[config.mk]
export PLATFORM = sky130hd
export DESIGN_NAME = core_register_file_banked
export DESIGN_NICKNAME = d
export VERILOG_FILES = /design/src/inc/core_regs_pkg.sv /design/src/hdl/core_register_file_banked.sv
export SDC_FILE = /design/constraint.sdc
export NUM_CORES = 1
export LEC_CHECK = 0
export ABC_AREA = 1
export ABC_CLOCK_PERIOD_IN_PS = 3900
export BUFFER_PORTS_ARGS = -buffer_cell sky130_fd_sc_hd__clkbuf_2
export CELL_PAD_IN_SITES_DETAIL_PLACEMENT = 0
export CELL_PAD_IN_SITES_GLOBAL_PLACEMENT = 2
export CORE_ASPECT_RATIO = 1.2
export CORE_MARGIN = 5
export CORE_UTILIZATION = 31
export DETAILED_ROUTE_END_ITERATION = 7
export GPL_ROUTABILITY_DRIVEN = 0
export GPL_TIMING_DRIVEN = 1
export PLACE_DENSITY_LB_ADDON = 0.1
export SYNTH_ARGS = -nofsm -noshare
export SYNTH_HDL_FRONTEND = slang
export SYNTH_SLANG_ARGS = --single-unit
[constraint.sdc]
create_clock -name clock_in -period 3.9 [get_ports clock_in]
set_clock_uncertainty 0.2 [all_clocks]
set_input_delay 0 -clock clock_in [delete_from_list [all_inputs] [get_ports clock_in]]
set_output_delay 0 -clock clock_in [all_outputs]
set_load 0.1 [all_outputs]
[src/inc/core_regs_pkg.sv]
// constants and carrier types of the banked core register file
package core_regs_pkg;
    localparam logic [6:0] ofs_ind0 = 7'h00;
    localparam logic [6:0] ofs_ind1 = 7'h01;
    localparam logic [6:0] ofs_pc_low = 7'h02;
    localparam logic [6:0] ofs_flags = 7'h03;
    localparam logic [6:0] ofs_ptr0_low = 7'h04;
    localparam logic [6:0] ofs_ptr0_high = 7'h05;
    localparam logic [6:0] ofs_ptr1_low = 7'h06;
    localparam logic [6:0] ofs_ptr1_high = 7'h07;
    localparam logic [6:0] ofs_bank = 7'h08;
    localparam logic [6:0] ofs_work = 7'h09;
    localparam logic [6:0] ofs_pc_latch = 7'h0a;
    localparam logic [6:0] ofs_int_ctrl = 7'h0b;
    localparam logic [6:0] ofs_count = 7'h0c;
    // offset within a bank, upper half folded onto the lower
    localparam int ofs_width = 7;
    localparam int bank_width = 5;
    localparam int latch_width = 7;
    localparam logic [7:0] rst_zero = 8'h00;
    localparam logic [7:0] rst_flags = 8'h18;
    localparam int flag_timeout_bit = 4;
    localparam int flag_powerdown_bit = 3;
    localparam logic [7:0] flags_sw_mask = 8'h07;
    localparam logic [7:0] int_ctrl_sw_mask = 8'hfe;
    localparam logic [7:0] int_ctrl_hw_mask = 8'h07;

    typedef struct packed {
        logic rd;
        logic wr;
        logic [11:0] addr;
        logic [7:0] wdata;
    } access_type;

    typedef struct packed {
        logic rd;
        logic wr;
        logic [15:0] addr;
        logic [7:0] wdata;
    } mem_access_type;
endpackage

[src/hdl/core_register_file_banked.sv]
// banked core register file with two indirect data memory ports
// Behaviour
// - the core set decodes at offsets 00h-0bh and 80h-8bh of every bank, whatever the bank.
// - the program counter high latch holds 7 bits, bit 7 reads zero, and any reset clears it.
// - pointer 1 high forms the upper byte of the second indirect address and any reset clears it.
// - unimplemented bits of the core set read as zero and writes to them do nothing.
// - indirect port 0 reads or writes data memory at pointer 0 high and low.
// - indirect port 1 reads or writes data memory at pointer 1 high and low.
// - program counter low shows the low program counter byte and any reset clears it.
module core_register_file_banked (
    input wire logic clock_in,
    input wire logic sys_rst_in,
    input wire logic soft_rst_in,
    input wire core_regs_pkg::access_type req_in,
    output logic ready_out,
    output logic rvalid_out,
    output logic [7:0] rdata_out,
    output core_regs_pkg::mem_access_type mem_out,
    input wire logic [7:0] mem_rdata_in,
    input wire logic pc_load_in,
    input wire logic [7:0] pc_low_in,
    output logic [7:0] pc_low_out,
    output logic pc_written_out,
    output logic [6:0] pc_latch_out,
    output logic [4:0] bank_out,
    output logic [7:0] work_out,
    input wire logic flags_load_in,
    input wire logic [7:0] flags_in,
    output logic [7:0] flags_out,
    input wire logic [2:0] int_flags_set_in,
    output logic [7:0] int_ctrl_out
);
    typedef enum logic {st_idle, st_ind_read} ind_state_type;

    ind_state_type state_reg, state_next;
    logic ready_reg, ready_next;
    logic rvalid_reg, rvalid_next;
    logic [7:0] rdata_reg, rdata_next;
    core_regs_pkg::mem_access_type mem_reg, mem_next;
    logic [7:0] pc_low_reg, pc_low_next;
    logic pc_written_reg, pc_written_next;
    logic [6:0] pc_latch_reg, pc_latch_next;
    logic [4:0] bank_reg, bank_next;
    logic [7:0] work_reg, work_next;
    logic [7:0] flags_reg, flags_next;
    logic [7:0] int_ctrl_reg, int_ctrl_next;
    logic [7:0] ptr0_low_reg, ptr0_low_next;
    logic [7:0] ptr0_high_reg, ptr0_high_next;
    logic [7:0] ptr1_low_reg, ptr1_low_next;
    logic [7:0] ptr1_high_reg, ptr1_high_next;
    logic [6:0] ofs;
    logic hit;
    logic take;

    // folds bit 7 so upper half aliases the lower, bank bits ignored
    function automatic logic [6:0] fold_offset(input logic [11:0] addr);
        fold_offset = addr[6:0];
    endfunction

    function automatic logic core_hit(input logic [6:0] o);
        core_hit = o < core_regs_pkg::ofs_count;
    endfunction

    assign ofs = fold_offset(req_in.addr);
    assign hit = core_hit(ofs);
    assign take = ready_reg && (req_in.rd || req_in.wr) && hit;

    always_comb begin
        state_next = st_idle;
        ready_next = 1'b1;
        rvalid_next = 1'b0;
        rdata_next = rdata_reg;
        mem_next = '0;
        pc_low_next = pc_low_reg;
        pc_written_next = 1'b0;
        pc_latch_next = pc_latch_reg;
        bank_next = bank_reg;
        work_next = work_reg;
        flags_next = flags_reg;
        int_ctrl_next = int_ctrl_reg;
        ptr0_low_next = ptr0_low_reg;
        ptr0_high_next = ptr0_high_reg;
        ptr1_low_next = ptr1_low_reg;
        ptr1_high_next = ptr1_high_reg;
        if (pc_load_in) begin
            pc_low_next = pc_low_in;
        end
        if (flags_load_in) begin
            flags_next = flags_in & {3'h0, 5'h1f};
        end
        if (state_reg == st_ind_read) begin
            rvalid_next = 1'b1;
            rdata_next = mem_rdata_in;
        end else if (take && req_in.rd) begin
            rvalid_next = 1'b1;
            case (ofs)
                core_regs_pkg::ofs_ind0: begin
                    // answer waits one cycle for data memory
                    mem_next.rd = 1'b1;
                    mem_next.addr = {ptr0_high_reg, ptr0_low_reg};
                    rvalid_next = 1'b0;
                    ready_next = 1'b0;
                    state_next = st_ind_read;
                end
                core_regs_pkg::ofs_ind1: begin
                    mem_next.rd = 1'b1;
                    mem_next.addr = {ptr1_high_reg, ptr1_low_reg};
                    rvalid_next = 1'b0;
                    ready_next = 1'b0;
                    state_next = st_ind_read;
                end
                core_regs_pkg::ofs_pc_low: rdata_next = pc_low_reg;
                core_regs_pkg::ofs_flags: rdata_next = flags_reg;
                core_regs_pkg::ofs_ptr0_low: rdata_next = ptr0_low_reg;
                core_regs_pkg::ofs_ptr0_high: rdata_next = ptr0_high_reg;
                core_regs_pkg::ofs_ptr1_low: rdata_next = ptr1_low_reg;
                core_regs_pkg::ofs_ptr1_high: rdata_next = ptr1_high_reg;
                core_regs_pkg::ofs_bank: rdata_next = {3'h0, bank_reg};
                core_regs_pkg::ofs_work: rdata_next = work_reg;
                core_regs_pkg::ofs_pc_latch: rdata_next = {1'b0, pc_latch_reg};
                core_regs_pkg::ofs_int_ctrl: rdata_next = int_ctrl_reg;
                default: rdata_next = 8'h00;
            endcase
        end else if (take && req_in.wr) begin
            case (ofs)
                core_regs_pkg::ofs_ind0: begin
                    mem_next.wr = 1'b1;
                    mem_next.addr = {ptr0_high_reg, ptr0_low_reg};
                    mem_next.wdata = req_in.wdata;
                end
                core_regs_pkg::ofs_ind1: begin
                    mem_next.wr = 1'b1;
                    mem_next.addr = {ptr1_high_reg, ptr1_low_reg};
                    mem_next.wdata = req_in.wdata;
                end
                core_regs_pkg::ofs_pc_low: begin
                    pc_low_next = req_in.wdata;
                    pc_written_next = 1'b1;
                end
                // timeout and power-down bits stay hardware owned
                core_regs_pkg::ofs_flags: flags_next = (flags_next & ~core_regs_pkg::flags_sw_mask)
                    | (req_in.wdata & core_regs_pkg::flags_sw_mask);
                core_regs_pkg::ofs_ptr0_low: ptr0_low_next = req_in.wdata;
                core_regs_pkg::ofs_ptr0_high: ptr0_high_next = req_in.wdata;
                core_regs_pkg::ofs_ptr1_low: ptr1_low_next = req_in.wdata;
                core_regs_pkg::ofs_ptr1_high: ptr1_high_next = req_in.wdata;
                core_regs_pkg::ofs_bank: bank_next = req_in.wdata[4:0];
                core_regs_pkg::ofs_work: work_next = req_in.wdata;
                core_regs_pkg::ofs_pc_latch: pc_latch_next = req_in.wdata[6:0];
                core_regs_pkg::ofs_int_ctrl: int_ctrl_next = req_in.wdata;
                default: bank_next = bank_reg;
            endcase
        end
        // hardware set wins over a software clear in the same cycle
        int_ctrl_next = int_ctrl_next | {5'h00, int_flags_set_in};
        if (soft_rst_in) begin
            // low pointers and working register survive this reset
            state_next = st_idle;
            ready_next = 1'b1;
            rvalid_next = 1'b0;
            mem_next = '0;
            pc_low_next = core_regs_pkg::rst_zero;
            pc_written_next = 1'b0;
            pc_latch_next = core_regs_pkg::rst_zero[6:0];
            bank_next = core_regs_pkg::rst_zero[4:0];
            int_ctrl_next = core_regs_pkg::rst_zero;
            ptr0_high_next = core_regs_pkg::rst_zero;
            ptr1_high_next = core_regs_pkg::rst_zero;
            work_next = work_reg;
            ptr0_low_next = ptr0_low_reg;
            ptr1_low_next = ptr1_low_reg;
        end
    end

    always_ff @(posedge clock_in or posedge sys_rst_in) begin
        if (sys_rst_in) begin
            state_reg <= st_idle;
            ready_reg <= 1'b1;
            rvalid_reg <= 1'b0;
            rdata_reg <= core_regs_pkg::rst_zero;
            mem_reg <= '0;
            pc_low_reg <= core_regs_pkg::rst_zero;
            pc_written_reg <= 1'b0;
            pc_latch_reg <= core_regs_pkg::rst_zero[6:0];
            bank_reg <= core_regs_pkg::rst_zero[4:0];
            work_reg <= core_regs_pkg::rst_zero;
            flags_reg <= core_regs_pkg::rst_flags;
            int_ctrl_reg <= core_regs_pkg::rst_zero;
            ptr0_low_reg <= core_regs_pkg::rst_zero;
            ptr0_high_reg <= core_regs_pkg::rst_zero;
            ptr1_low_reg <= core_regs_pkg::rst_zero;
            ptr1_high_reg <= core_regs_pkg::rst_zero;
        end else begin
            state_reg <= state_next;
            ready_reg <= ready_next;
            rvalid_reg <= rvalid_next;
            rdata_reg <= rdata_next;
            mem_reg <= mem_next;
            pc_low_reg <= pc_low_next;
            pc_written_reg <= pc_written_next;
            pc_latch_reg <= pc_latch_next;
            bank_reg <= bank_next;
            work_reg <= work_next;
            flags_reg <= flags_next;
            int_ctrl_reg <= int_ctrl_next;
            ptr0_low_reg <= ptr0_low_next;
            ptr0_high_reg <= ptr0_high_next;
            ptr1_low_reg <= ptr1_low_next;
            ptr1_high_reg <= ptr1_high_next;
        end
    end

    assign ready_out = ready_reg;
    assign rvalid_out = rvalid_reg;
    assign rdata_out = rdata_reg;
    assign mem_out = mem_reg;
    assign pc_low_out = pc_low_reg;
    assign pc_written_out = pc_written_reg;
    assign pc_latch_out = pc_latch_reg;
    assign bank_out = bank_reg;
    assign work_out = work_reg;
    assign flags_out = flags_reg;
    assign int_ctrl_out = int_ctrl_reg;
endmodule

# --- Word level (Yosys, flattened, before mapping) ---
# Cells that the tools add are included.
word_totals:
  ff_bits: 114
  out_inout_bits: 81
  elab_cells: 123
classes:
  magnitude_cmp: 1
  eq_ne: 14
  muxes: 63
  bitwise: 5
  n_reduce_logical: 21
op_table:
  columns: ["op", "count"]
  rows:
  - ["2-to-1 mux 8 bit", 29]
  - ["case mux 8 bit (11 select lines)", 1]
  - ["2-to-1 mux 26 bit", 2]
  - ["case mux 25 bit (2 select lines)", 1]
  - ["2-to-1 mux 7 bit", 5]
  - ["case mux 16 bit (2 select lines)", 1]
  - ["== test 7 x 3 -> 1 bit (second input constant)", 4]
  - ["== test 7 x 4 -> 1 bit (second input constant)", 4]
  - ["2-to-1 mux 25 bit", 1]
  - ["2-to-1 mux 5 bit", 5]
  - ["2-to-1 mux 1 bit", 17]
  - ["2-to-1 mux 16 bit", 1]
  - ["OR 8 x 3 -> 8 bit", 2]
  - ["AND reduction 4 bit", 4]
  - ["AND reduction 5 bit", 3]
  - ["== test 7 x 2 -> 1 bit (second input constant)", 2]
  - ["nonzero test 2 bit", 6]
  - ["== test 7 x 1 -> 1 bit (second input constant)", 1]
  - ["zero test 7 bit", 1]
  - ["less-than comparator 7 x 4 -> 1 bit (second input constant)", 1]
  - ["logical AND 1 bit", 4]
  - ["inequality test 2 bit (second input constant)", 2]
  - ["inverter 1 bit", 3]
  - ["inequality test 2 x 1 -> 1 bit (second input constant)", 1]
  - ["3 further kinds", 3]

# --- Depth between registers and ports, before layout ---
# Gate-level depths: netlist of the first run.
depth:
  word_depth: 9
  mapped_depth: 11

# --- Worst setup path after synthesis of the first run ---
# OpenSTA, ideal clock, no wires.
synth_timing:
  path_type: "register to register"
  startpoint: "register ready_reg, in the netlist ready_out"
  endpoint: "register work_reg[3], in the netlist work_out[3]"
  arrival_ns: 1.983
  t_required_ns: 3.575
  slack_ns: 1.592
  stages_incl_launch_ff: 9
  period_less_slack_ns: 2.308
  cell_sequence: "dfstp_2 -> nand2_1 -> nor3_4 -> nand2_2 -> nor2_4 -> nand3_2 -> buf_6 -> nand2_1 -> o21ai_1"
synth_via:
  elab_chain_len: 5
  word_cells_on_any_way: 6
  cone_classes: "bitwise (1); reduce/logical (5)"
synth_rtl:
  columns: ["item", "line_no", "text"]
  rows:
  - ["start: declaration", "core_register_file_banked.sv:36", "logic ready_reg, ready_next;"]
  - ["start signal: assignment", "core_register_file_banked.sv:195", "ready_reg <= ready_next;"]
  - ["logical AND 1 bit (*) (2 in series)", "core_register_file_banked.sv:66", "assign take = ready_reg && (req_in.rd || req_in.wr) && hit;"]
  - ["logical AND 1 bit", "core_register_file_banked.sv:94", "end else if (take && req_in.rd) begin"]
  - ["inverter 1 bit (no source line)", null, null]
  - ["AND reduction 5 bit (no source line) (*)", null, null]
  - ["end signal: assignment", "core_register_file_banked.sv:186", "work_reg <= core_regs_pkg::rst_zero;"]
  - ["end signal: assignment", "core_register_file_banked.sv:203", "work_reg <= work_next;"]
  - ["end: declaration", "core_register_file_banked.sv:44", "logic [7:0] work_reg, work_next;"]
# Mark *: on every way between the ends. The rest lies on a longest branch, timed or not.
# A chain may end at the register's enable or synchronous reset.

# --- Worst setup path in the final report of the first run ---
layout_timing:
  startpoint: "input req_in[13] (netlist bit)"
  endpoint: "register ptr1_low_reg[7]"
layout_via:
  elab_chain_len: 5
  word_cells_on_any_way: 7
  cone_classes: "order compare (1); eq/ne (1); bitwise (1); reduce/logical (4)"
layout_rtl:
  columns: ["item", "line_no", "text"]
  rows:
  - ["start: declaration", "core_register_file_banked.sv:14", "input wire core_regs_pkg::access_type req_in,"]
  - ["less-than comparator 7 x 4 -> 1 bit", "core_register_file_banked.sv:61", "core_hit = o < core_regs_pkg::ofs_count;"]
  - ["logical AND 1 bit", "core_register_file_banked.sv:66", null]
  - ["logical AND 1 bit", "core_register_file_banked.sv:94", null]
  - ["inverter 1 bit (no source line)", null, null]
  - ["AND reduction 5 bit (no source line) (*)", null, null]
  - ["end signal: assignment", "core_register_file_banked.sv:191", "ptr1_low_reg <= core_regs_pkg::rst_zero;"]
  - ["end signal: assignment", "core_register_file_banked.sv:208", "ptr1_low_reg <= ptr1_low_next;"]
  - ["end: declaration", "core_register_file_banked.sv:49", "logic [7:0] ptr1_low_reg, ptr1_low_next;"]
# Marks and branches as above.

==> flow_summary.json, run 1 <==
{
  "outcome": "finished clean",
  "cp_slowest_stage_delay_ns": 0.66,
  "unrepaired_setup_endpoints_after_global_routing": "false",
  "place.detailed.hpwl_mm": 14.2,
  "power.share.switching_pct": 31.2,
  "cts_made_buffers": 17,
  "fin_tns_setup_ns": 0,
  "maximum_level_of_the_cts_h_tree": 4,
  "internal_power_mw": 2.42,
  "placeableCoreArea_um2": 17600,
  "critical_path.cell_chain": "dlygate4sd3_1 > clkbuf_2 > nor2_1 > dlygate4sd3_1 > nand2_2 > dlygate4sd3_1 > nor3_4 > dlygate4sd3_1 > nand2_2 > nor2_4 > nand3_2 > nand2_1 > o21ai_2",
  "worst_ep_required_time_ns": 4.00,
  "worstPathBufferInverterCount": 5,
  "routed-via-count": 5343,
  "logic_pwr_share_pct": 17.9,
  "postSynthRegisterBits": 113,
  "yosys.area.top_type_share_pct": 49.3,
  "family_of_cells_with_the_greatest_summed_delay_on_the_critical_path": "buffers and inverters",
  "synth.yosys.warnings": 0,
  "tightestPinTransition_ns": 1.02,
  "die_area_um2": 20800,
  "worst_ep_arrival_time_ns": 3.76,
  "synth_cell_type_count": 31,
  "cts.path.max_buffers": 2,
  "setup.worst_path.class": "primary input to register",
  "multiInputGateArea_um2": 2280,
  "initialDrtViolationCount": 347,
  "drive_above_1_share_pct": 23.1,
  "grt_overflow": 0,
  "synth_largest_area_cell": "sky130_fd_sc_hd__dfrtp_1",
  "synth_nets": 742,
  "report.final.hold_viol_count": 0,
  "antenna-diode-count": 0,
  "placed_cells_incl_taps": 1015,
  "pwr-share-clk_pct": 46.0,
  "dominantRegCellSynth": "sky130_fd_sc_hd__dfrtp_1",
  "hold_class": "primary input to register",
  "whs_path_depth": 6,
  "chipHeight_um": 157,
  "cell_occurring_most_often_along_the_worst_timing_path": "sky130_fd_sc_hd__dlygate4sd3_1",
  "p_leak_nw": 3.86,
  "most_frequent_cell_after_synthesis": "sky130_fd_sc_hd__nand2_1",
  "drc_errors": 0,
  "maxSlewHeadroom_pct": 31.3,
  "crit_cells": 13,
  "first_global_vias": 5246,
  "grt_max_degree": 64,
  "final_nets": 933,
  "top_area_cells_in_the_synthesized_netlist": "sky130_fd_sc_hd__dfrtp_1 49%, sky130_fd_sc_hd__nand3_1 9.7%, sky130_fd_sc_hd__nand2_1 9.4%",
  "critical_path.slowest_cell": "sky130_fd_sc_hd__dlygate4sd3_1",
  "cts.repair.resized": 0,
  "detail_route.vias_per_cell": 4.80,
  "register_area_um2": 2830,
  "final_max_tran_viols": 0,
  "cp_max_fo": 16,
  "clock_sink_count": 113,
  "cp-start-kind": "primary input",
  "seq_area_frac_synth_pct": 50.7,
  "cts_tree": "yes",
  "largest_reg_flops": 26,
  "placement.io_buffers": 126,
  "max-vdd-ir-drop_uv": 245,
  "achievable-frequency_mhz": 273,
  "grt_first_pass_wirelength_mm": 31.1,
  "floorplan.initialDensity_pct": 31.7,
  "row_count": 53,
  "detail_route.first_pass.iterations": 5,
  "layout_area_growth_over_synthesis_pct": 36.9,
  "synth_async_sr_flop_share_pct": 100,
  "synth.cell_area_um2": 5590,
  "power.density_nw_per_um2": 461,
  "clock_insertion_delay_worst_skew_ns": 0.42,
  "worst_r2r_path_depth": 8,
  "maxCapViolations": 0,
  "number_of_antenna_violations_at_the_first_check_in_global_routing": 0,
  "number_of_nets_with_antenna_violations_after_detailed_routing": 0,
  "die_w_um": 133,
  "layout.cells.non_filler": 1112,
  "timing.critical_path.to_type": "register",
  "synth_cells": 688,
  "netlist_top_cells_count": "140 x sky130_fd_sc_hd__nand2_1, 110 x sky130_fd_sc_hd__dfrtp_1, 108 x sky130_fd_sc_hd__nand3_1",
  "cts-root-buf": "sky130_fd_sc_hd__clkbuf_16",
  "num-fill-cells": 1811,
  "period_share_pct": 93.9,
  "edff_count_synth": 0,
  "power_switching_mw": 1.10,
  "wl_per_cell_um": 17.7,
  "cts.clk_slew.worst_paths_ns": 0.06,
  "post_synth.cell_area_avg_um2": 8.12,
  "floorplan.io_pins": 135,
  "grt_util_all_layers_pct": 19.6,
  "timing.final.setup_violations": 0,
  "min_tclk_post_route_ns": 3.66,
  "p_seq_share_pct": 36.1,
  "wirelength_mm": 19.6
}
[per-layer routing]
metal	track usage [%]	vias up	wire [µm]
met5	0	-	0
met4	6.53	0	346
met3	3.93	20	1060
met2	31.1	184	9230
met1	27.0	2516	9000
li1	-	2623	-
[worst min-delay path, delay by kind of cell]
family,cells,cell delay (ns)
AO/OA/AOI/OAI,1,0.10
AND/OR/NAND/NOR,4,0.39
buffers and inverters,1,0.12
[timing repair]
item                      in CTS  in global routing
setup buffers                  0                  0
hold endpoints to repair     136                  0
hold buffers                  65                  0
[through the flow]
step / setup slack (ns) / power (mW) / util (%) / instance area [µm²] / hold WS (ns)
finish: 0.239 / 3.52 / 43.3 / 7650 / 0.0226
global placement: 1.62 / 1.87 / 36.1 / 6370 / 0.000812
global route: 0.00882 / 3.67 / 43.3 / 7650 / 0.104
detailed placement: 1.62 / 1.87 / 36.1 / 6370 / 0.0107
floorplan: 0.718 / 1.73 / - / 5590 / -0.0831
CTS: 0.267 / 3.57 / 43.3 / 7650 / 0.00714
[logic make-up after synthesis]
kind of cell,after synthesis,synth area share (%)
AND/OR/NAND/NOR,350,28.2
buffers and inverters,108,8.56
flip-flops,113,50.7
AO/OA/AOI/OAI,110,11.2
multiplexers,7,1.34
[final cells by class]
class	count	share of cell area, %
Multi-Input combinational cell	467	29.8
Clock inverter	12	2.05
Timing Repair Buffer	197	17.3
Inverter	83	4.11
Sequential cell	113	37.0
Clock buffer	20	6.10
Tap cell	220	3.60
[worst paths after layout]
| check | startpoint | end | slack [ns] |
|---|---|---|---|
| max | req_in[13] | ptr1_low_reg[7] | 0.24 |
| min | req_in[11] | int_ctrl_out[7] | 0.02 |
| max reg2reg | ready_out | ptr1_low_reg[7] | 1.16 |
| min reg2reg | ptr0_low_reg[2] | ptr0_low_reg[2] | 0.31 |
| max in group asynchronous | sys_rst_in | work_out[2] | 2.52 |
| min in group asynchronous | sys_rst_in | mem_out[17] | 0.08 |
[placed cells by master (no fill, tap or decap), types with 16 or more instances in the layout]
| cell type | n |
|---|---|
| sky130_fd_sc_hd__o21ai_0 | 41 |
| sky130_fd_sc_hd__clkbuf_2 | 126 |
| sky130_fd_sc_hd__a21oi_1 | 33 |
| sky130_fd_sc_hd__nand3_1 | 108 |
| sky130_fd_sc_hd__nor2_1 | 81 |
| sky130_fd_sc_hd__inv_1 | 77 |
| sky130_fd_sc_hd__dlygate4sd3_1 | 65 |
| sky130_fd_sc_hd__dfrtp_1 | 110 |
| sky130_fd_sc_hd__o21ai_1 | 16 |
| sky130_fd_sc_hd__clkbuf_16 | 17 |
| sky130_fd_sc_hd__nand2_1 | 140 |
[power by group through the flow]
stage	clock [mW]	sequential, mW	combinational [mW]
2_1_floorplan	0	1.59	0.141
3_3_place_gp	0	1.29	0.575
3_5_place_dp	0	1.29	0.578
4_1_cts	1.66	1.27	0.635
5_1_grt	1.72	1.28	0.672
6_report	1.62	1.27	0.630
Power figures use the tool's default switching activity.
==> run 2: changes to the inputs <==
- PLACE_DENSITY: unset -> 0.89
- PLACE_DENSITY_LB_ADDON: 0.1 -> unset
==> flow_summary.json, run 2 (same netlist as run 1, synthesis figures left out) <==
{
  "outcome": "finished clean",
  "placement.cell_area_um2": 6370,
  "cp-start-kind": "primary input",
  "number_of_nets_with_antenna_violations_after_detailed_routing": 0,
  "row_count": 53,
  "grt_max_degree": 49,
  "final_nets": 933,
  "num-fill-cells": 1827,
  "r2r_setup_slack_ns": 1.18,
  "floorplan.io_pins": 135,
  "wl_per_cell_um": 17.1,
  "detail_route.vias_per_cell": 4.76,
  "post_cts_hold_buffer_count": 65,
  "first_global_vias": 5350,
  "drive_above_1_share_pct": 23.0,
  "most-common-layout-cells": "140 x sky130_fd_sc_hd__nand2_1, 126 x sky130_fd_sc_hd__clkbuf_2, 110 x sky130_fd_sc_hd__dfrtp_1",
  "cts.repair.resized": 0,
  "die_area_um2": 20800,
  "p_leak_nw": 3.87,
  "maxCapViolations": 0,
  "worst_ep_arrival_time_ns": 3.69,
  "floorplan.initialDensity_pct": 31.7,
  "grt_first_pass_wirelength_mm": 30.5,
  "die_w_um": 133,
  "maxSlewHeadroom_pct": 36.5,
  "grt_util_all_layers_pct": 18.8,
  "final_max_tran_viols": 0,
  "min_tclk_post_route_ns": 3.59,
  "period_share_pct": 92.0,
  "placeableCoreArea_um2": 17600,
  "multiInputGateArea_um2": 2280,
  "routed-via-count": 5291,
  "fin_tns_setup_ns": 0,
  "setup.worst_path.class": "primary input to register",
  "timing.critical_path.to_type": "register",
  "report.final.hold_viol_count": 0,
  "timing.final.setup_violations": 0,
  "layout_area_growth_over_synthesis_pct": 37.7,
  "number_of_antenna_violations_at_the_first_check_in_global_routing": 0,
  "dpl_worst_slack_ns": 1.70,
  "largest_reg_flops": 26,
  "power.density_nw_per_um2": 477,
  "most_common_cell_after_layout_fill_and_taps_aside": "sky130_fd_sc_hd__nand2_1",
  "hold_class": "primary input to async pin",
  "cts.clk_slew.worst_paths_ns": 0.06,
  "tightestPinTransition_ns": 0.947,
  "placement.io_buffers": 126,
  "worst_ep_required_time_ns": 4.00,
  "cts_made_buffers": 17,
  "register_area_um2": 2830,
  "cts.path.max_buffers": 2,
  "detail_route.first_pass.iterations": 5,
  "stdcell_area_um2": 7690,
  "unrepaired_setup_endpoints_after_global_routing": "false",
  "wirelength_mm": 19.1,
  "antenna-diode-count": 0,
  "cts.repair_timing.setup_buffer_count": 0,
  "cts-root-buf": "sky130_fd_sc_hd__clkbuf_16",
  "grt_overflow": 0,
  "maximum_level_of_the_cts_h_tree": 4,
  "clock_insertion_delay_worst_skew_ns": 0.42,
  "cts_tree": "yes",
  "drc_errors": 0,
  "clock_sink_count": 113,
  "worst_slack_ns": 0.313,
  "max-vdd-ir-drop_uv": 262,
  "chipHeight_um": 157,
  "cp_max_fo": 6,
  "place.detailed.hpwl_mm": 13.6,
  "initialDrtViolationCount": 457,
  "achievable-frequency_mhz": 279
}
-- run 2: power by group --
part           switching [mW]  total (mW)  internal, mW  leakage [nW]
registers              0.0396        1.27          1.23          1.51
logic                   0.494       0.631         0.137          2.05
clock network           0.573        1.77          1.20         0.309
total                    1.11        3.67          2.56          3.87
-- run 2: worst paths after layout --
kind	from	end	cells after the start
max	req_in[13]	flags_out[0]	13
min	sys_rst_in	mem_out[22]	3
max reg2reg	ready_out	flags_out[0]	8
min reg2reg	ptr0_low_reg[6]	ptr0_low_reg[6]	2
max in group asynchronous	sys_rst_in	ready_out	4
min in group clock_in	req_in[10]	int_ctrl_out[7]	6
-- run 2: cell type report --
class | count | area share [%]
Clock inverter | 14 | 3.08
Inverter | 83 | 4.08
Timing Repair Buffer | 197 | 17.2
Multi-Input combinational cell | 467 | 29.6
Tap cell | 220 | 3.58
Clock buffer | 18 | 5.58
Sequential cell | 113 | 36.8
-- run 2: metrics by stage --
stage          utilization [%]  power (mW)  cells  hold WS, ns
6_report                  43.6        3.67   1112       0.0155
3_5_place_dp              36.1        1.87   1015      -0.0633
2_1_floorplan                -        1.73    688      -0.0831
3_3_place_gp              36.1        1.86   1015      -0.0780
5_1_grt                   43.6        3.79   1112       0.0706
4_1_cts                   43.6        3.70   1112      0.00397
-- run 2: critical path, stage by stage --
cell and delay [ns]:
sky130_fd_sc_hd__dlygate4sd3_1 0.54, sky130_fd_sc_hd__clkbuf_2 0.11, sky130_fd_sc_hd__nor2_1 0.07, sky130_fd_sc_hd__dlygate4sd3_1 0.57, sky130_fd_sc_hd__nand2_2 0.07, sky130_fd_sc_hd__dlygate4sd3_1 0.60
sky130_fd_sc_hd__nor3_4 0.29, sky130_fd_sc_hd__nand3_4 0.24, sky130_fd_sc_hd__inv_2 0.18, sky130_fd_sc_hd__nand3_1 0.23, sky130_fd_sc_hd__nor2_1 0.18, sky130_fd_sc_hd__a21oi_1 0.05
sky130_fd_sc_hd__dlygate4sd3_1 0.56
-- run 2: per-layer routing --
| layer | track usage [%] | vias to the layer above | wire length (µm) |
|---|---|---|---|
| met2 | 30.5 | 158 | 9090 |
| li1 | - | 2615 | - |
| met4 | 6.04 | 0 | 314 |
| met1 | 25.6 | 2505 | 8730 |
| met3 | 3.61 | 13 | 933 |
| met5 | 0 | - | 0 |
